### src/adcsq_params.svh
// Purpose: Offsets, field positions, reset values and timing counts of the sequencer
// Assumes: 125 MHz aclk, instruction cycle of four oscillator periods
// Notes: Definitions only
`ifndef ADCSQ_PARAMS_SVH
`define ADCSQ_PARAMS_SVH

// ----------------------------------------------------------------
// Register offsets
// ----------------------------------------------------------------
`define ADCSQ_OFF_CTRL2 12'h000
`define ADCSQ_OFF_CTRL 12'h004
`define ADCSQ_OFF_RESULT 12'h008
`define ADCSQ_OFF_STATUS 12'h00C
`define ADCSQ_OFF_MASK 12'h010

// ----------------------------------------------------------------
// Field positions and reset values
// ----------------------------------------------------------------
`define ADCSQ_CLKSEL_LSB 0
`define ADCSQ_ACQSEL_LSB 3
`define ADCSQ_EN_BIT 0
`define ADCSQ_GO_BIT 1
`define ADCSQ_IRQ_BIT 0
`define ADCSQ_CTRL2_RST 6'h00
`define ADCSQ_RESULT_W 12

// ----------------------------------------------------------------
// Timing
// ----------------------------------------------------------------
`define ADCSQ_CLK_NS 8
`define ADCSQ_INSTR_CYCLE_NS 32
`define ADCSQ_INSTR_CYCLE_CLKS ((`ADCSQ_INSTR_CYCLE_NS + `ADCSQ_CLK_NS - 1) / `ADCSQ_CLK_NS)
`define ADCSQ_RECOVER_CYCLES 2
`define ADCSQ_CONV_TADS 13

`endif

### src/adcsq_pkg.sv
// Purpose: Types shared by the sequencer modules
// Assumes: Nothing
// Notes: No constants here; see adcsq_params.svh
package adcsq_pkg;
    typedef enum logic [2:0] {
        ADCSQ_OFF,
        ADCSQ_DISCHARGE,
        ADCSQ_SAMPLE,
        ADCSQ_START_WAIT,
        ADCSQ_ACQUIRE,
        ADCSQ_CONVERT,
        ADCSQ_RECOVER
    } adcsq_state_t;
endpackage

### src/adcsq_tad_if.sv
// Purpose: Conversion clock request and tick between sequencer and clock generator
// Assumes: Single aclk domain
// Notes: tick is a one-cycle pulse per conversion clock period
`timescale 1ns/1ps
`default_nettype none
interface adcsq_tad_if;
    logic run;
    logic [2:0] clk_sel;
    logic tick;
    modport ctl (output run, output clk_sel, input tick);
    modport gen (input run, input clk_sel, output tick);
endinterface
`default_nettype wire

### src/adcsq_tad_gen.sv
// Purpose: Conversion clock period generator (divided oscillator or internal RC)
// Assumes: rc_osc_in is asynchronous and much slower than aclk
// Notes: Ticks only while run is high
`timescale 1ns/1ps
`default_nettype none
`include "adcsq_params.svh"
module adcsq_tad_gen (
    input wire logic aclk,
    input wire logic aresetn,
    input wire logic rc_osc_in,
    adcsq_tad_if.gen tad
);
    logic [2:0] rc_sync;
    logic [5:0] div_cnt;
    logic [3:0] rc_delay;
    logic rc_mode;

    function automatic logic [6:0] clk_div(input logic [2:0] sel);
        unique case (sel)
            3'h0: clk_div = 7'h02;
            3'h4: clk_div = 7'h04;
            3'h1: clk_div = 7'h08;
            3'h5: clk_div = 7'h10;
            3'h2: clk_div = 7'h20;
            3'h6: clk_div = 7'h40;
            default: clk_div = 7'h00;
        endcase
    endfunction

    assign rc_mode = (tad.clk_sel[1:0] == 2'b11);

    // ----------------------------------------------------------------
    // RC source synchroniser
    // ----------------------------------------------------------------
    always_ff @(posedge aclk) begin
        if (!aresetn) begin
            rc_sync <= 3'h0;
        end else begin
            rc_sync <= {rc_sync[1:0], rc_osc_in};
        end
    end

    // ----------------------------------------------------------------
    // Period generation
    // ----------------------------------------------------------------
    always_ff @(posedge aclk) begin
        if (!aresetn || !tad.run) begin
            div_cnt <= 6'h00;
            rc_delay <= 4'h0;
            tad.tick <= 1'b0;
        end else if (rc_mode) begin
            div_cnt <= 6'h00;
            if (rc_delay < 4'(`ADCSQ_INSTR_CYCLE_CLKS)) begin
                rc_delay <= rc_delay + 4'h1;
                tad.tick <= 1'b0;
            end else begin
                tad.tick <= rc_sync[1] & ~rc_sync[2];
            end
        end else if (div_cnt == 6'(clk_div(tad.clk_sel) - 7'h01)) begin
            div_cnt <= 6'h00;
            tad.tick <= 1'b1;
        end else begin
            div_cnt <= div_cnt + 6'h01;
            tad.tick <= 1'b0;
        end
    end
endmodule // adcsq_tad_gen
`default_nettype wire

### src/adcsq_seq.sv
// Purpose: Acquisition and conversion sequencer for a 12-bit successive-approximation converter
// Assumes: AXI4-Lite master on aclk; comparator and RC oscillator arrive asynchronously
// Notes: Top module; all outputs registered
// Summary of operation
// - Nonzero acquisition field: sample programmed periods, then convert automatically.
// - Acquisition field zero: start bit ends sampling and starts conversion directly.
// - Acquisition field resets to zero, manual mode.
// - Completion clears start bit, sets interrupt flag, resumes sampling.
// - No status separates end of acquisition from start of conversion.
// - A conversion lasts exactly 13 conversion clock periods.
// - Clock select maps codes to 2..64 oscillator periods or RC source.
// - Acquisition code 010 inserts four periods before conversion.
// - Manual mode conversion starts one instruction cycle after the start write.
// - Clearing start bit mid-conversion aborts; result stays unchanged.
// - Two instruction cycles of recovery after completion or abort.
// - Capacitor array is discharged before every sample.
// - Acquisition codes map 2,4,6,8,12,16,20 periods.
// - RC source adds one instruction cycle before its clock runs.
`timescale 1ns/1ps
`default_nettype none
`include "adcsq_params.svh"
module adcsq_seq #(
    parameter int DISCHARGE_CLKS = `ADCSQ_INSTR_CYCLE_CLKS
) (
    input wire logic aclk,
    input wire logic aresetn,
    input wire logic [11:0] s_axi_awaddr,
    input wire logic s_axi_awvalid,
    output logic s_axi_awready,
    input wire logic [31:0] s_axi_wdata,
    input wire logic [3:0] s_axi_wstrb,
    input wire logic s_axi_wvalid,
    output logic s_axi_wready,
    output logic [1:0] s_axi_bresp,
    output logic s_axi_bvalid,
    input wire logic s_axi_bready,
    input wire logic [11:0] s_axi_araddr,
    input wire logic s_axi_arvalid,
    output logic s_axi_arready,
    output logic [31:0] s_axi_rdata,
    output logic [1:0] s_axi_rresp,
    output logic s_axi_rvalid,
    input wire logic s_axi_rready,
    input wire logic comparator_in,
    input wire logic rc_osc_in,
    output logic sample_en,
    output logic discharge_en,
    output logic [11:0] dac_code,
    output logic irq
);
    localparam logic [3:0] RECOVER_CLKS = 4'(`ADCSQ_RECOVER_CYCLES * `ADCSQ_INSTR_CYCLE_CLKS);
    localparam logic [3:0] WAIT_CLKS = 4'(`ADCSQ_INSTR_CYCLE_CLKS);

    adcsq_pkg::adcsq_state_t state;
    logic [5:0] converter_control_reg_two;
    logic enable;
    logic go_done;
    logic [11:0] result_register_pair;
    logic converter_irq_flag;
    logic irq_mask;
    logic [11:0] aw_addr;
    logic [31:0] w_data;
    logic [3:0] w_strb;
    logic aw_held;
    logic w_held;
    logic do_write;
    logic [1:0] comp_sync;
    logic [4:0] tad_cnt;
    logic [3:0] clk_cnt;
    logic [3:0] bit_idx;
    logic done_evt;
    logic abort_evt;
    logic go_set;
    logic go_clr;
    logic [2:0] acq_sel;

    adcsq_tad_if tad_bus ();

    adcsq_tad_gen u_tad_gen (
        .aclk(aclk),
        .aresetn(aresetn),
        .rc_osc_in(rc_osc_in),
        .tad(tad_bus)
    );

    function automatic logic [4:0] acq_periods(input logic [2:0] sel);
        unique case (sel)
            3'h0: acq_periods = 5'h00;
            3'h1: acq_periods = 5'h02;
            3'h2: acq_periods = 5'h04;
            3'h3: acq_periods = 5'h06;
            3'h4: acq_periods = 5'h08;
            3'h5: acq_periods = 5'h0C;
            3'h6: acq_periods = 5'h10;
            3'h7: acq_periods = 5'h14;
        endcase
    endfunction

    function automatic logic reg_hit(input logic [11:0] a, input logic [11:0] off);
        reg_hit = (a[11:2] == off[11:2]);
    endfunction

    assign acq_sel = converter_control_reg_two[`ADCSQ_ACQSEL_LSB +: 3];
    assign do_write = aw_held && w_held && !s_axi_bvalid;
    assign go_set = do_write && reg_hit(aw_addr, `ADCSQ_OFF_CTRL) && w_strb[0]
        && w_data[`ADCSQ_GO_BIT] && w_data[`ADCSQ_EN_BIT] && enable;
    assign go_clr = do_write && reg_hit(aw_addr, `ADCSQ_OFF_CTRL) && w_strb[0]
        && !w_data[`ADCSQ_GO_BIT];
    assign done_evt = (state == adcsq_pkg::ADCSQ_CONVERT) && tad_bus.tick
        && (tad_cnt == 5'(`ADCSQ_CONV_TADS - 1));
    assign abort_evt = go_clr && (state == adcsq_pkg::ADCSQ_CONVERT
        || state == adcsq_pkg::ADCSQ_ACQUIRE || state == adcsq_pkg::ADCSQ_START_WAIT);
    assign tad_bus.run = (state == adcsq_pkg::ADCSQ_ACQUIRE)
        || (state == adcsq_pkg::ADCSQ_CONVERT);
    assign tad_bus.clk_sel = converter_control_reg_two[`ADCSQ_CLKSEL_LSB +: 3];

    // ----------------------------------------------------------------
    // AXI4-Lite write channel
    // ----------------------------------------------------------------
    always_ff @(posedge aclk) begin
        if (!aresetn) begin
            aw_held <= 1'b0;
            w_held <= 1'b0;
            aw_addr <= 12'h000;
            w_data <= 32'h00000000;
            w_strb <= 4'h0;
            s_axi_awready <= 1'b0;
            s_axi_wready <= 1'b0;
            s_axi_bvalid <= 1'b0;
            s_axi_bresp <= 2'h0;
        end else begin
            s_axi_awready <= !aw_held && !s_axi_awready && s_axi_awvalid;
            s_axi_wready <= !w_held && !s_axi_wready && s_axi_wvalid;
            if (s_axi_awvalid && s_axi_awready) begin
                aw_held <= 1'b1;
                aw_addr <= s_axi_awaddr;
            end
            if (s_axi_wvalid && s_axi_wready) begin
                w_held <= 1'b1;
                w_data <= s_axi_wdata;
                w_strb <= s_axi_wstrb;
            end
            if (do_write) begin
                aw_held <= 1'b0;
                w_held <= 1'b0;
                s_axi_bvalid <= 1'b1;
                s_axi_bresp <= (reg_hit(aw_addr, `ADCSQ_OFF_CTRL2)
                    || reg_hit(aw_addr, `ADCSQ_OFF_CTRL)
                    || reg_hit(aw_addr, `ADCSQ_OFF_RESULT)
                    || reg_hit(aw_addr, `ADCSQ_OFF_STATUS)
                    || reg_hit(aw_addr, `ADCSQ_OFF_MASK)) ? 2'h0 : 2'h2;
            end else if (s_axi_bready) begin
                s_axi_bvalid <= 1'b0;
            end
        end
    end

    // ----------------------------------------------------------------
    // AXI4-Lite read channel
    // ----------------------------------------------------------------
    always_ff @(posedge aclk) begin
        if (!aresetn) begin
            s_axi_arready <= 1'b0;
            s_axi_rvalid <= 1'b0;
            s_axi_rdata <= 32'h00000000;
            s_axi_rresp <= 2'h0;
        end else begin
            s_axi_arready <= !s_axi_arready && !s_axi_rvalid && s_axi_arvalid;
            if (s_axi_arvalid && s_axi_arready) begin
                s_axi_rvalid <= 1'b1;
                s_axi_rresp <= 2'h0;
                if (reg_hit(s_axi_araddr, `ADCSQ_OFF_CTRL2)) begin
                    s_axi_rdata <= {26'h0, converter_control_reg_two};
                end else if (reg_hit(s_axi_araddr, `ADCSQ_OFF_CTRL)) begin
                    s_axi_rdata <= {30'h0, go_done, enable};
                end else if (reg_hit(s_axi_araddr, `ADCSQ_OFF_RESULT)) begin
                    s_axi_rdata <= {20'h0, result_register_pair};
                end else if (reg_hit(s_axi_araddr, `ADCSQ_OFF_STATUS)) begin
                    s_axi_rdata <= {31'h0, converter_irq_flag};
                end else if (reg_hit(s_axi_araddr, `ADCSQ_OFF_MASK)) begin
                    s_axi_rdata <= {31'h0, irq_mask};
                end else begin
                    s_axi_rdata <= 32'h00000000;
                    s_axi_rresp <= 2'h2;
                end
            end else if (s_axi_rready) begin
                s_axi_rvalid <= 1'b0;
            end
        end
    end

    // ----------------------------------------------------------------
    // Configuration registers
    // ----------------------------------------------------------------
    always_ff @(posedge aclk) begin
        if (!aresetn) begin
            converter_control_reg_two <= `ADCSQ_CTRL2_RST;
            enable <= 1'b0;
            irq_mask <= 1'b0;
        end else if (do_write && w_strb[0]) begin
            if (reg_hit(aw_addr, `ADCSQ_OFF_CTRL2)) begin
                converter_control_reg_two <= w_data[5:0];
            end
            if (reg_hit(aw_addr, `ADCSQ_OFF_CTRL)) begin
                enable <= w_data[`ADCSQ_EN_BIT];
            end
            if (reg_hit(aw_addr, `ADCSQ_OFF_MASK)) begin
                irq_mask <= w_data[`ADCSQ_IRQ_BIT];
            end
        end
    end

    // ----------------------------------------------------------------
    // Start/done bit
    // ----------------------------------------------------------------
    always_ff @(posedge aclk) begin
        if (!aresetn) begin
            go_done <= 1'b0;
        end else if (go_set) begin
            go_done <= 1'b1;
        end else if (done_evt || go_clr || !enable) begin
            go_done <= 1'b0;
        end
    end

    // ----------------------------------------------------------------
    // Interrupt flag and output
    // ----------------------------------------------------------------
    always_ff @(posedge aclk) begin
        if (!aresetn) begin
            converter_irq_flag <= 1'b0;
            irq <= 1'b0;
        end else begin
            if (done_evt) begin
                converter_irq_flag <= 1'b1;
            end else if (do_write && w_strb[0] && reg_hit(aw_addr, `ADCSQ_OFF_STATUS)
                && w_data[`ADCSQ_IRQ_BIT]) begin
                converter_irq_flag <= 1'b0;
            end
            irq <= (converter_irq_flag || done_evt) && irq_mask;
        end
    end

    // ----------------------------------------------------------------
    // Comparator synchroniser
    // ----------------------------------------------------------------
    always_ff @(posedge aclk) begin
        if (!aresetn) begin
            comp_sync <= 2'h0;
        end else begin
            comp_sync <= {comp_sync[0], comparator_in};
        end
    end

    // ----------------------------------------------------------------
    // Sequencer
    // ----------------------------------------------------------------
    always_ff @(posedge aclk) begin
        if (!aresetn) begin
            state <= adcsq_pkg::ADCSQ_OFF;
            clk_cnt <= 4'h0;
            tad_cnt <= 5'h00;
            bit_idx <= 4'h0;
            dac_code <= 12'h000;
        end else if (!enable) begin
            state <= adcsq_pkg::ADCSQ_OFF;
            clk_cnt <= 4'h0;
        end else begin
            unique case (state)
                adcsq_pkg::ADCSQ_OFF: begin
                    state <= adcsq_pkg::ADCSQ_DISCHARGE;
                    clk_cnt <= 4'h0;
                end
                adcsq_pkg::ADCSQ_DISCHARGE: begin
                    if (clk_cnt == 4'(DISCHARGE_CLKS - 1)) begin
                        state <= adcsq_pkg::ADCSQ_SAMPLE;
                        clk_cnt <= 4'h0;
                    end else begin
                        clk_cnt <= clk_cnt + 4'h1;
                    end
                end
                adcsq_pkg::ADCSQ_SAMPLE: begin
                    clk_cnt <= 4'h0;
                    tad_cnt <= 5'h00;
                    if (go_done && acq_sel == 3'h0) begin
                        state <= adcsq_pkg::ADCSQ_START_WAIT;
                    end else if (go_done) begin
                        state <= adcsq_pkg::ADCSQ_ACQUIRE;
                    end
                end
                adcsq_pkg::ADCSQ_START_WAIT: begin
                    if (abort_evt) begin
                        state <= adcsq_pkg::ADCSQ_RECOVER;
                        clk_cnt <= 4'h0;
                    end else if (clk_cnt == WAIT_CLKS - 4'h1) begin
                        state <= adcsq_pkg::ADCSQ_CONVERT;
                        tad_cnt <= 5'h00;
                        bit_idx <= 4'hB;
                        dac_code <= 12'h800;
                    end else begin
                        clk_cnt <= clk_cnt + 4'h1;
                    end
                end
                adcsq_pkg::ADCSQ_ACQUIRE: begin
                    if (abort_evt) begin
                        state <= adcsq_pkg::ADCSQ_RECOVER;
                        clk_cnt <= 4'h0;
                    end else if (tad_bus.tick) begin
                        if (tad_cnt == acq_periods(acq_sel) - 5'h01) begin
                            state <= adcsq_pkg::ADCSQ_CONVERT;
                            tad_cnt <= 5'h00;
                            bit_idx <= 4'hB;
                            dac_code <= 12'h800;
                        end else begin
                            tad_cnt <= tad_cnt + 5'h01;
                        end
                    end
                end
                adcsq_pkg::ADCSQ_CONVERT: begin
                    if (abort_evt) begin
                        state <= adcsq_pkg::ADCSQ_RECOVER;
                        clk_cnt <= 4'h0;
                    end else if (done_evt) begin
                        state <= adcsq_pkg::ADCSQ_RECOVER;
                        clk_cnt <= 4'h0;
                    end else if (tad_bus.tick) begin
                        tad_cnt <= tad_cnt + 5'h01;
                        if (tad_cnt < 5'h0C) begin
                            dac_code[bit_idx] <= comp_sync[1];
                            if (bit_idx != 4'h0) begin
                                dac_code[bit_idx - 4'h1] <= 1'b1;
                                bit_idx <= bit_idx - 4'h1;
                            end
                        end
                    end
                end
                adcsq_pkg::ADCSQ_RECOVER: begin
                    if (clk_cnt == RECOVER_CLKS - 4'h1) begin
                        state <= adcsq_pkg::ADCSQ_DISCHARGE;
                        clk_cnt <= 4'h0;
                    end else begin
                        clk_cnt <= clk_cnt + 4'h1;
                    end
                end
            endcase
        end
    end

    // ----------------------------------------------------------------
    // Result register pair and analog controls
    // ----------------------------------------------------------------
    always_ff @(posedge aclk) begin
        if (!aresetn) begin
            result_register_pair <= 12'h000;
        end else if (done_evt && !go_clr) begin
            result_register_pair <= dac_code;
        end else if (do_write && reg_hit(aw_addr, `ADCSQ_OFF_RESULT)) begin
            if (w_strb[0]) begin
                result_register_pair[7:0] <= w_data[7:0];
            end
            if (w_strb[1]) begin
                result_register_pair[11:8] <= w_data[11:8];
            end
        end
    end

    always_ff @(posedge aclk) begin
        if (!aresetn) begin
            sample_en <= 1'b0;
            discharge_en <= 1'b0;
        end else begin
            sample_en <= enable && (state == adcsq_pkg::ADCSQ_SAMPLE
                || state == adcsq_pkg::ADCSQ_ACQUIRE);
            discharge_en <= enable && state == adcsq_pkg::ADCSQ_DISCHARGE;
        end
    end
endmodule // adcsq_seq
`default_nettype wire

### config.mk
export PLATFORM = sky130hd
export DESIGN_NAME = adcsq_seq
export DESIGN_NICKNAME = d
export VERILOG_FILES = /design/src/adcsq_pkg.sv /design/src/adcsq_tad_if.sv /design/src/adcsq_tad_gen.sv /design/src/adcsq_seq.sv
export VERILOG_INCLUDE_DIRS = /design/src
export SDC_FILE = /design/constraint.sdc
export NUM_CORES = 1
export LEC_CHECK = 0
export BUFFER_PORTS_ARGS = -buffer_cell sky130_fd_sc_hd__buf_2
export CAP_MARGIN = 20
export CELL_PAD_IN_SITES_DETAIL_PLACEMENT = 0
export CELL_PAD_IN_SITES_GLOBAL_PLACEMENT = 1
export CORE_UTILIZATION = 42
export CTS_BUF_LIST = sky130_fd_sc_hd__clkbuf_8
export DETAILED_ROUTE_END_ITERATION = 7
export GPL_TIMING_DRIVEN = 0
export PLACE_DENSITY = 0.93
export SKIP_LAST_GASP = 1
export SLEW_MARGIN = 25
export SYNTH_ARGS = -nofsm -noshare
export SYNTH_HDL_FRONTEND = slang
export SYNTH_SLANG_ARGS = --single-unit
export TNS_END_PERCENT = 10
### constraint.sdc
create_clock -name aclk -period 2.54 [get_ports aclk]
set_input_delay 0.254 -clock aclk [delete_from_list [all_inputs] [get_ports aclk]]
set_output_delay 0.254 -clock aclk [all_outputs]
set_load 0.005 [all_outputs]
# Word level (Yosys, flattened, before mapping)
# Memory sizes are Yosys's and may differ from the RTL's. A register that Yosys moved wholly into a read port is not among the register bits.
# Cells that the tools add are included.
dict set report totals {
  register_bits 138
  inputBits 69
  mem_bits_ro 32
  wordCells 271
  n_memories 1
  out_inout_bits 56
}
# name depth width read_ports rd_ports_with_merged_regs write_ports line_no
set memory_table {}
lappend memory_table {{(no name shown)} 8 4 1 1 0 adcsq_seq.sv:87} ;# unique case (sel)
dict set report op_classes {
  add_sub_neg 7
  n_reduce_logical 84
  n_lt_le_gt_ge 6
  eq_ne 44
  muxes 92
  bitwise_logic 4
}
# op count
set op_table {}
lappend op_table {{$mux W12} 15}
lappend op_table {{$mux W4} 18}
lappend op_table {{$mux W5} 13}
lappend op_table {{$eq A10 B2 Y1 const B} 4}
lappend op_table {{$mux W3} 13}
lappend op_table {{$pmux W12 S3} 1}
lappend op_table {{$pmux W6 S6} 1}
lappend op_table {{$logic_and A1 B1 Y1} 31}
lappend op_table {{$pmux W4 S6} 1}
lappend op_table {{$pmux W3 S7} 1}
lappend op_table {{$eq A10 B1 Y1 const B} 2}
lappend op_table {{$eq A10 B3 Y1 const B} 2}
lappend op_table {{$logic_not A10 Y1} 2}
lappend op_table {{$pmux W5 S4} 1}
lappend op_table {{$eq A3 B3 Y1 const B} 6}
lappend op_table {{$mux W1} 15}
lappend op_table {{$ne A2 B2 Y1 const B} 7}
lappend op_table {{$reduce_and A2 Y1} 7}
lappend op_table {{$reduce_bool A2 Y1} 7}
lappend op_table {{$bwmux W12} 1}
lappend op_table {{$logic_not A1 Y1} 12}
lappend op_table {{$mux W2} 6}
lappend op_table {{$mux W6} 2}
lappend op_table {{$ne A2 B1 Y1 const B} 6}
lappend op_table {{37 further kinds} 63}

# Logic depth before layout (Yosys ltp)
# Gate-level depths: netlist (run 1).
dict set report depth {
  ltp_word 16
  ltp_mapped 10
  depth_no_buf 9
}

# Hierarchy
# A second synthesis (run 1) with hierarchy kept.
dict set report hier_totals {
  cells_unflattened 727
  area_unflattened_um2 6185.9
}
# mod cells_per_inst area_per_inst_um2 n_inst seq_area_each_um2
set by_module_without_submodules {}
lappend by_module_without_submodules {adcsq_seq 658 5541.6 1 2082.0}
lappend by_module_without_submodules {adcsq_tad_gen 69 644.4 1 280.3}

# Worst setup path before layout (run 1)
# No wires, ideal clock.
dict set report synth_path {
  path_kind {register to register}
  from {register (tool-made name)}
  to {register dac_code[11]}
  required_time_ns 2.408
  setup_ns 0.132
  arrival_time_ns 2.094
  stages_incl_launch_ff 10
  path_buffers 1
  synth_period_minus_slack_ns 2.226
  slack_ns 0.314
  path_cell_list {dfxtp_1 -> inv_1 -> ha_1 -> xor3_1 -> nor4_4 -> nand3_1 -> a211o_1 -> buf_6 -> o21ai_1 -> a21oi_1}
}
# item line_no
set synth_lines {}
lappend synth_lines {{end signal: indexed assignment} adcsq_seq.sv:329} ;# dac_code[bit_idx] <= comp_sync[1];
lappend synth_lines {{end: declaration} adcsq_seq.sv:48} ;# output logic [11:0] dac_code,

==> impl_metrics.toml, run 1 <==
[route]
vias_per_cell = 5.29
via_count = 5429
postRouteAntennaNets = 0
drc_errors = 0
drt_iter0_drc = 294
drtPass1Iterations = 5
wirelength_mm = 15.3
wl_per_cell_um = 14.9

[die]
row_count = 43
die-area_mm2 = 0.0146
ios = 125
die_h_um = 121
core-area_mm2 = 0.0138
die_x_um = 121
initial_utilization = 0.428

[global_routing]
grt_pass1_wl_mm = 24.7
grt_pass1_vias = 4972
track_usage = 0.221
grt.overflow.total = 0
antenna_found_initial = 0
grt_max_degree = 17

[placed_design]
placed_area_mm2 = 0.00659
hpwl_mm = 11.2
dp_cells = 992
gp_congestion = 0.899
place.port_buffers = 74

[synthesis]
synthMuxAreaShare = 0.0427
netlist-cell-type-count = 70
syn_avg_cell_area_um2 = 8.26
ys_ff_latch = 118
synth_cells = 717
synth-simple-area-share = 0.249
synth_enable_flop_cells = 0
ys_seq_area_frac = 0.399
synth_adder_area_share = 0.0254
synth_xor_area_frac = 0.0247
synthFlopType = "dfxtp_1"
synthArstFlopShare = 0
synth_compound_area_frac = 0.186
synth_top_family_by_area = "simple AND/OR/NAND/NOR gates"
syn_area_mm2 = 0.00592
yosys_warnings = 0

[clock_network]
h-tree-depth = 4
cts_buffer_depth = 2
cts_tree = "done"
cts_num_sinks = 118
clk_latency_ps = 450
cts.reportedPaths.clkPinSlew_ps = 70
clock-root-buffer = "clkbuf_8"
cts-buffers-inserted = 17

[critical_path]
cp_slowest_cell = "a211o_1"
path_class = "flop to flop"
required_ps = 2840
path_cells = "inv_1, ha_1, xor3_1, nor4_4, nand3_1, a211o_1, buf_6, o21ai_1, a21oi_1"
cp-end-kind = "flop"
crit_arrival_ps = 2810
worst-path-max-fanout = 10
crit_path_start_kind = "flop"
cpPeakStageDelay_ps = 430

[timing]
post-route-period-util = 0.988
slew_violations = 0
setup_viol = 0
rsz0062_at_grt = "yes"
fin_crit_ps = 2510
slew_headroom = 0.512
finClkSkew_ps = 9.32
hold_viol = 0
fin_setup_tns_ps = 0
tightest_slew_ps = 732
fmax_mhz = 399

[pwr]
total_power_mw = 3.82
power.density_mw_per_mm2 = 544
leakagePower_nw = 2.95
peakVddDrop_mv = 0.348

[finish]
stdcell_count = 1026
diodes = 0
syn_to_final_growth_pct = 18.6
mostFrequentLayoutCells = "dfxtp_1, nand2_1, buf_2, nor2_1, a21oi_1"
drive_above_1_share = 0.177
final_common_cell = "dfxtp_1"
num-fill-cells = 1373
finish.utilization = 0.508
multi_input_area_mm2 = 0.00321
finalInstanceArea_mm2 = 0.00702
nNetsFinal = 914
regArea_mm2 = 0.00236

[min_path]
min_path_type = "input port to flop"

[outcome]
status = "complete, no violations"

[job]
cap_violations = 0
==> synthesized netlist by cell type (2+ instances only) <==
cell      instances  share of area
ha_1             12          0.025
o211ai_1          4         0.0051
a21boi_1          2         0.0025
dfxtp_1         118           0.40
mux2_2            2         0.0038
and3b_1           2         0.0030
a22oi_1           2         0.0025
and2_1           11          0.012
nor4b_1           5         0.0074
xnor2_1           9          0.013
a21oi_1          47          0.040
buf_4            22          0.028
nor2_1           65          0.041
o21ai_0          31          0.026
or4_1             5         0.0063
and3_1            5         0.0053
a211o_1           2         0.0030
nand2_1         111          0.070
nand4b_1          5         0.0074
xor2_1            5         0.0074
inv_1            24          0.015
o31ai_2           8          0.017
or3_1             5         0.0053
nor3_1           12          0.010
mux2i_1          23          0.039
nor3b_1           9          0.011
a211oi_1          4         0.0051
o32ai_1           2         0.0030
nand2b_1         10          0.011
o221a_1           2         0.0038
nand3_1          29          0.025
buf_2             4         0.0034
o21a_1            2         0.0025
buf_6             2         0.0038
a221oi_1         10          0.015
a31oi_1           9         0.0095
o22ai_1           4         0.0042
a21boi_0          9          0.011
nor2b_1           9         0.0095
o211a_1          12          0.020
clkbuf_1         32          0.020
o21ai_1           2         0.0017
buf_1             2         0.0013
==> where the power goes <==
group          switching, mW  internal [mW]
Clock                  0.747          0.987
Sequential            0.0214           1.88
Combinational          0.103         0.0878
==> stage by stage <==
| step | hold slack [ps] | worst slack (ps) |
|---|---|---|
| after floorplan | 381 | 314 |
| after global placement | 426 | 63.8 |
| after detailed placement | 431 | 28.9 |
| after CTS | 12.2 | 14.6 |
| after global routing | 22.3 | -87.5 |
| final | 39.4 | 31.3 |
==> critical path, delay by kind of cell, from the launching register on <==
| family | cells | cell delay, ps |
|---|---|---|
| xor+xnor | 1 | 400 |
| simple gates | 2 | 480 |
| buf+inv | 2 | 260 |
| flops | 1 | 370 |
| fa+ha+maj | 1 | 200 |
| compound gates | 3 | 640 |
==> routing by layer <==
metal | vias up | share of wire | global-route usage | wire [µm]
met3 | 19 | 0.064 | 0.0533 | 973
met2 | 174 | 0.46 | 0.349 | 7010
met1 | 2534 | 0.46 | 0.292 | 7090
met5 | - | 0 | 0 | 0
li1 | 2702 | - | - | -
met4 | 0 | 0.013 | 0.0787 | 197
==> flip-flops by register name, summed over array words and instances (netlist names), 2 cells and up, named ones only <==
signal / count
s_axi_rdata: 12
w_data: 12
u_tad_gen.rc_sync: 3
dac_code: 12
comp_sync: 2
converter_control_reg_two: 6
u_tad_gen.rc_delay: 4
clk_cnt: 4
bit_idx: 4
aw_addr: 10
u_tad_gen.div_cnt: 6
state: 3
tad_cnt: 5
w_strb: 2
result_register_pair: 12
==> final cells by class <==
class                           count  area share
Inverter                           25      0.0134
Clock inverter                     10      0.0148
Clock buffer                       22      0.0431
Tap cell                          180      0.0321
Timing Repair Buffer               76      0.0556
Buffer                             62      0.0479
Sequential cell                   118       0.336
Multi-Input combinational cell    533       0.457
==> path summary, 6_finish.rpt <==
path	startpoint	to	slack, ps	cells after the start
worst min-delay path	s_axi_awaddr[7]	aw_addr[7]$_SDFFE_PN0P_	40	3
worst max register to register	flop	dac_code[11]$_SDFFE_PN0P_	30	9
worst min register to register	u_tad_gen.rc_sync[0]$_SDFF_PN0_	u_tad_gen.rc_sync[1]$_SDFF_PN0_	450	1
worst max-delay path	flop	dac_code[11]$_SDFFE_PN0P_	30	9
==> what timing repair did <==
action,CTS,global route
hold buffers,2,0
endpoints found under the hold margin,2,0
endpoints found under the setup margin,0,24
setup buffers,0,0
gates resized for setup,0,2
==> logic make-up after synthesis <==
kind of cell               after synthesis
and+or+nand+nor                        298
AOI/OAI and AO/OA                      161
DFF                                    118
buffers and inverters                   87
muxes                                   25
xor gates and xnor gates                15
adders and majority gates               12
other                                    1
(Power assumes the default switching activity.)
==> run 2, diff against run 1 <==
--- a/config.mk
+++ b/config.mk
@@ -10,6 +10,7 @@
 export CAP_MARGIN = 20
 export CELL_PAD_IN_SITES_DETAIL_PLACEMENT = 0
 export CELL_PAD_IN_SITES_GLOBAL_PLACEMENT = 1
+export CORE_ASPECT_RATIO = 1.75
 export CORE_UTILIZATION = 42
 export CTS_BUF_LIST = sky130_fd_sc_hd__clkbuf_8
 export DETAILED_ROUTE_END_ITERATION = 7
==> impl_metrics.toml, run 2 (synthesized netlist as in run 1, its figures left out) <==
[clock_network]
hold_buffers = 0
h-tree-depth = 4
cts_num_sinks = 118
cts-buffers-inserted = 17
clock-root-buffer = "clkbuf_8"
clk_latency_ps = 440
cts_buffer_depth = 2
cts.reportedPaths.clkPinSlew_ps = 80
cts_tree = "done"

[route]
via_count = 5448
wirelength_mm = 15.9
wl_per_cell_um = 15.5
drc_errors = 0
drt_iter0_drc = 305
drtPass1Iterations = 5
vias_per_cell = 5.33
postRouteAntennaNets = 0

[placed_design]
place.port_buffers = 74
place_ws_ps = -13.4
gp_congestion = 0.957
hpwl_mm = 12.2
dp_cells = 989

[timing]
fin_crit_ps = 2490
hold_viol = 0
slew_headroom = 0.437
setup_viol = 0
tightest_slew_ps = 842
post-route-period-util = 0.982
slew_violations = 0
rsz0062_at_grt = "yes"
fmax_mhz = 401
finClkSkew_ps = 14.0
setup_ws_ps = 46.6

[die]
row_count = 57
core-area_mm2 = 0.0138
die_x_um = 91.7
ios = 125
die-area_mm2 = 0.0146
die_h_um = 159
initial_utilization = 0.428

[pwr]
leakagePower_nw = 2.92
peakVddDrop_mv = 0.299
power.density_mw_per_mm2 = 533

[critical_path]
r2r-end = "dac_code[11]$_SDFFE_PN0P_"
reg2reg_slack_ps = 50
crit_end = "dac_code[11]$_SDFFE_PN0P_"
cp_slowest_cell = "a211o_2"
path_class = "flop to flop"
worst-path-max-fanout = 10
path_cells = "inv_1, ha_1, xor3_1, nor4_4, nand3_1, a211o_2, buf_6, o21ai_1, a21oi_1"
worstRegToRegCells = 9
cp-end-kind = "flop"
crit_arrival_ps = 2780
crit_path_start_kind = "flop"
required_ps = 2830
cpPeakStageDelay_ps = 440

[finish]
mostFrequentLayoutCells = "dfxtp_1, nand2_1, buf_2, nor2_1, a21oi_1"
nNetsFinal = 913
drive_above_1_share = 0.182
diodes = 0
stdcell_count = 1022
final_common_cell = "dfxtp_1"
syn_to_final_growth_pct = 17.9

[job]
cap_violations = 0

[global_routing]
track_usage = 0.226
antenna_found_initial = 0
grt.overflow.total = 0
grt_pass1_vias = 5317
grt_max_degree = 17
grt_pass1_wl_mm = 25.9

[min_path]
min_path_type = "input port to flop"
hold_start = "comparator_in"

[outcome]
status = "complete, no violations"
[run 2: cell count changes in the layout (fill, tap and decap cells not counted), moves of 2 or more]
cell,change
dlygate4sd3_1,-2
clkinv_4,+2
inv_6,+4
clkbuf_8,-4
inv_1,-2
[run 2: worst min-delay path by stage]
stage                                            to  slack [ps]  depth (start not counted)
floorplan                   comp_sync[0]$_SDFF_PN0_         380                          1
finish                      comp_sync[0]$_SDFF_PN0_          20                          2
CTS                         comp_sync[0]$_SDFF_PN0_           3                          2
global placement    u_tad_gen.rc_sync[1]$_SDFF_PN0_         410                          1
global route                comp_sync[0]$_SDFF_PN0_           2                          2
detailed placement          comp_sync[1]$_SDFF_PN0_         430                          1
[run 2: timing repair]
item	CTS	global route
gates resized for setup	1	1
setup buffers	1	0
setup endpoints to repair	1	29
pin swaps	1	0
[run 2: per-stage QoR]
step / hold WS (ps) / TNS, ps / area [µm²] / util / power [mW]
after floorplan: 381 / 0 / 6000 / - / 2.05
after global routing: 1.97 / -1380 / 6980 / 0.504 / 3.85
after global placement: 413 / 0 / 6590 / 0.476 / 2.13
after CTS: 2.51 / 0 / 6970 / 0.504 / 3.75
after detailed placement: 427 / -13.4 / 6590 / 0.476 / 2.13
final: 16.7 / 0 / 6980 / 0.504 / 3.72
[run 2: final cells by class]
cell class	instances	area, µm²
fillers	1394	6860
flip-flops and latches	118	2360
clock inverters	14	126
multi-input cells	533	3210
repair buffers	75	378
plain buffers	62	335
clock buffers	18	248
well taps	177	221
inverters	25	93.8
[run 2: worst max-delay path, delay by kind of cell (launching register included)]
| kind | cells | cell delay, ps |
|---|---|---|
| AND/OR/NAND/NOR | 2 | 450 |
| buffers and inverters | 2 | 240 |
| XOR/XNOR | 1 | 400 |
| AO/OA/AOI/OAI | 3 | 650 |
| adder cells (fa/ha/maj) | 1 | 210 |
| flip-flops | 1 | 390 |
[run 2: routing by layer]
layer / vias to the layer above / part of all wire / global-route usage
met5: - / 0 / 0
met2: 158 / 0.56 / 0.437
li1: 2700 / - / -
met4: 0 / 0.030 / 0.0987
met3: 37 / 0.044 / 0.0392
met1: 2553 / 0.37 / 0.231
[run 2: power by group]
part / switching [mW] / total (mW) / internal, mW / leakage [nW]
clock: 0.826 / 1.63 / 0.805 / 0.184
sequential: 0.0203 / 1.89 / 1.87 / 0.954
combinational: 0.109 / 0.196 / 0.0861 / 1.78
total: 0.956 / 3.72 / 2.76 / 2.92
==> run 3, diff against run 2 <==
==> constraint.sdc (replaced) <==
create_clock -name aclk -period 2.54 [get_ports aclk]
set_input_delay 0.127 -clock aclk [delete_from_list [all_inputs] [get_ports aclk]]
set_output_delay 0.127 -clock aclk [all_outputs]
set_load 0.005 [all_outputs]
==> impl_metrics.toml, run 3 (synthesized netlist as in run 1, its figures left out) <==
[outcome]
status = "complete, no violations"

[route]
wirelength_mm = 16.2
wl_met2_mm = 9.02
via_count = 5597
route.met3.wl_um = 644
highest_layer = "met4"
vias_per_cell = 5.32
drc_errors = 0
wl_per_cell_um = 15.4
drtPass1Iterations = 5
wl_met1_mm = 5.98
drt_iter0_drc = 288
postRouteAntennaNets = 0

[job]
cap_violations = 0

[critical_path]
worst-path-max-fanout = 10
reg2reg_slack_ps = 50
cpPeakStageDelay_ps = 430
crit_path_start_kind = "flop"
cp-end-kind = "flop"
path_class = "flop to flop"
path_cells = "inv_1, ha_1, xor3_1, nor4_4, nand3_1, a211o_2, buf_6, o21ai_1, a21oi_1"
cp_slowest_cell = "a211o_2"
crit_arrival_ps = 2780
required_ps = 2830

[timing]
slew_violations = 0
fin_crit_ps = 2490
tightest_slew_ps = 852
rsz0062_at_grt = "yes"
setup_ws_ps = 47.3
fmax_mhz = 401
setup_viol = 0
post-route-period-util = 0.981
slew_headroom = 0.430
finClkSkew_ps = 14.5
hold_viol = 0
fin_setup_tns_ps = 0

[clock_network]
cts_buffer_depth = 2
clock-root-buffer = "clkbuf_8"
h-tree-depth = 4
cts-buffers-inserted = 17
cts_num_sinks = 118
cts_tree = "done"
clk_latency_ps = 440
cts.reportedPaths.clkPinSlew_ps = 70

[finish]
syn_to_final_growth_pct = 23.1
final_common_cell = "dfxtp_1"
drive_above_1_share = 0.176
stdcell_count = 1053
mostFrequentLayoutCells = "dfxtp_1, nand2_1, buf_2, nor2_1, a21oi_1"
diodes = 0
nNetsFinal = 944

[global_routing]
grt_pass1_wl_mm = 26.5
grt.overflow.total = 0
antenna_found_initial = 0
grt_pass1_vias = 5435
track_usage = 0.231
grt_max_degree = 17

[min_path]
min_path_type = "input port to flop"

[placed_design]
place_ws_ps = -13.4
dp_cells = 989
place.port_buffers = 74
gp_congestion = 0.957
hpwl_mm = 12.2

[die]
die-area_mm2 = 0.0146
die_x_um = 91.7
die_h_um = 159
core-area_mm2 = 0.0138
initial_utilization = 0.428
row_count = 57
ios = 125

[pwr]
leakagePower_nw = 3.05
peakVddDrop_mv = 0.301
power.density_mw_per_mm2 = 516
-- run 3: cell types whose count changed in the layout (fill, tap and decap cells not counted), sizes merged --
cell	change
dlygate4sd3	+31
-- run 3: where the power goes --
part | total, mW | switching, mW | internal, mW
logic | 0.233 | 0.116 | 0.117
clock network | 1.64 | 0.832 | 0.804
registers | 1.89 | 0.0204 | 1.87
-- run 3: path summary, 6_finish.rpt --
kind | start | to | cells after the start
worst min-delay path | aresetn | converter_control_reg_two[5]$_SDFFE_PN0P_ | 3
worst min register to register | s_axi_rvalid$_SDFFE_PN0P_ | s_axi_arready$_SDFF_PN0_ | 1
worst max register to register | flop | dac_code[11]$_SDFFE_PN0P_ | 9
worst max-delay path | flop | dac_code[11]$_SDFFE_PN0P_ | 9
-- run 3: through the flow --
step                      hold slack (ps)  power, mW  cell area [µm²]  utilization
after floorplan                       254       2.05             6000            -
after global placement                339       2.13             6590        0.476
after detailed placement              343       2.13             6590        0.476
after CTS                            57.8       3.78             7280        0.526
after global routing                  110       3.89             7290        0.527
final                                86.8       3.76             7290        0.527
-- run 3: layer usage --
layer | vias up | GRT usage
met1 | 2629 | 0.237
met4 | 0 | 0.104
li1 | 2761 | -
met2 | 164 | 0.446
met5 | - | 0
met3 | 43 | 0.0363
-- run 3: worst max-delay path, delay by kind of cell, from the launching register on --
family,cells,cell delay [ps]
buffers and inverters,2,240
XOR/XNOR,1,400
adder cells (fa/ha/maj),1,210
AO/OA/AOI/OAI,3,640
AND/OR/NAND/NOR,2,460
flip-flops,1,390
-- run 3: timing repair --
action | 4_1_cts | 5_1_grt
gates resized for setup | 1 | 1
setup buffers | 1 | 0
pin swaps | 1 | 0
hold endpoints to repair | 31 | 0
hold buffers | 31 | 0
setup endpoints to repair | 1 | 29
-- run 3: layout make-up --
type	instances	area (µm²)
buffer	62	335
clock inverter	14	126
inverter	25	93.8
clock buffer	18	248
sequential	118	2360
fill	1348	6550
timing repair buffer	106	688
tap	177	221
multi-input combinational	533	3210
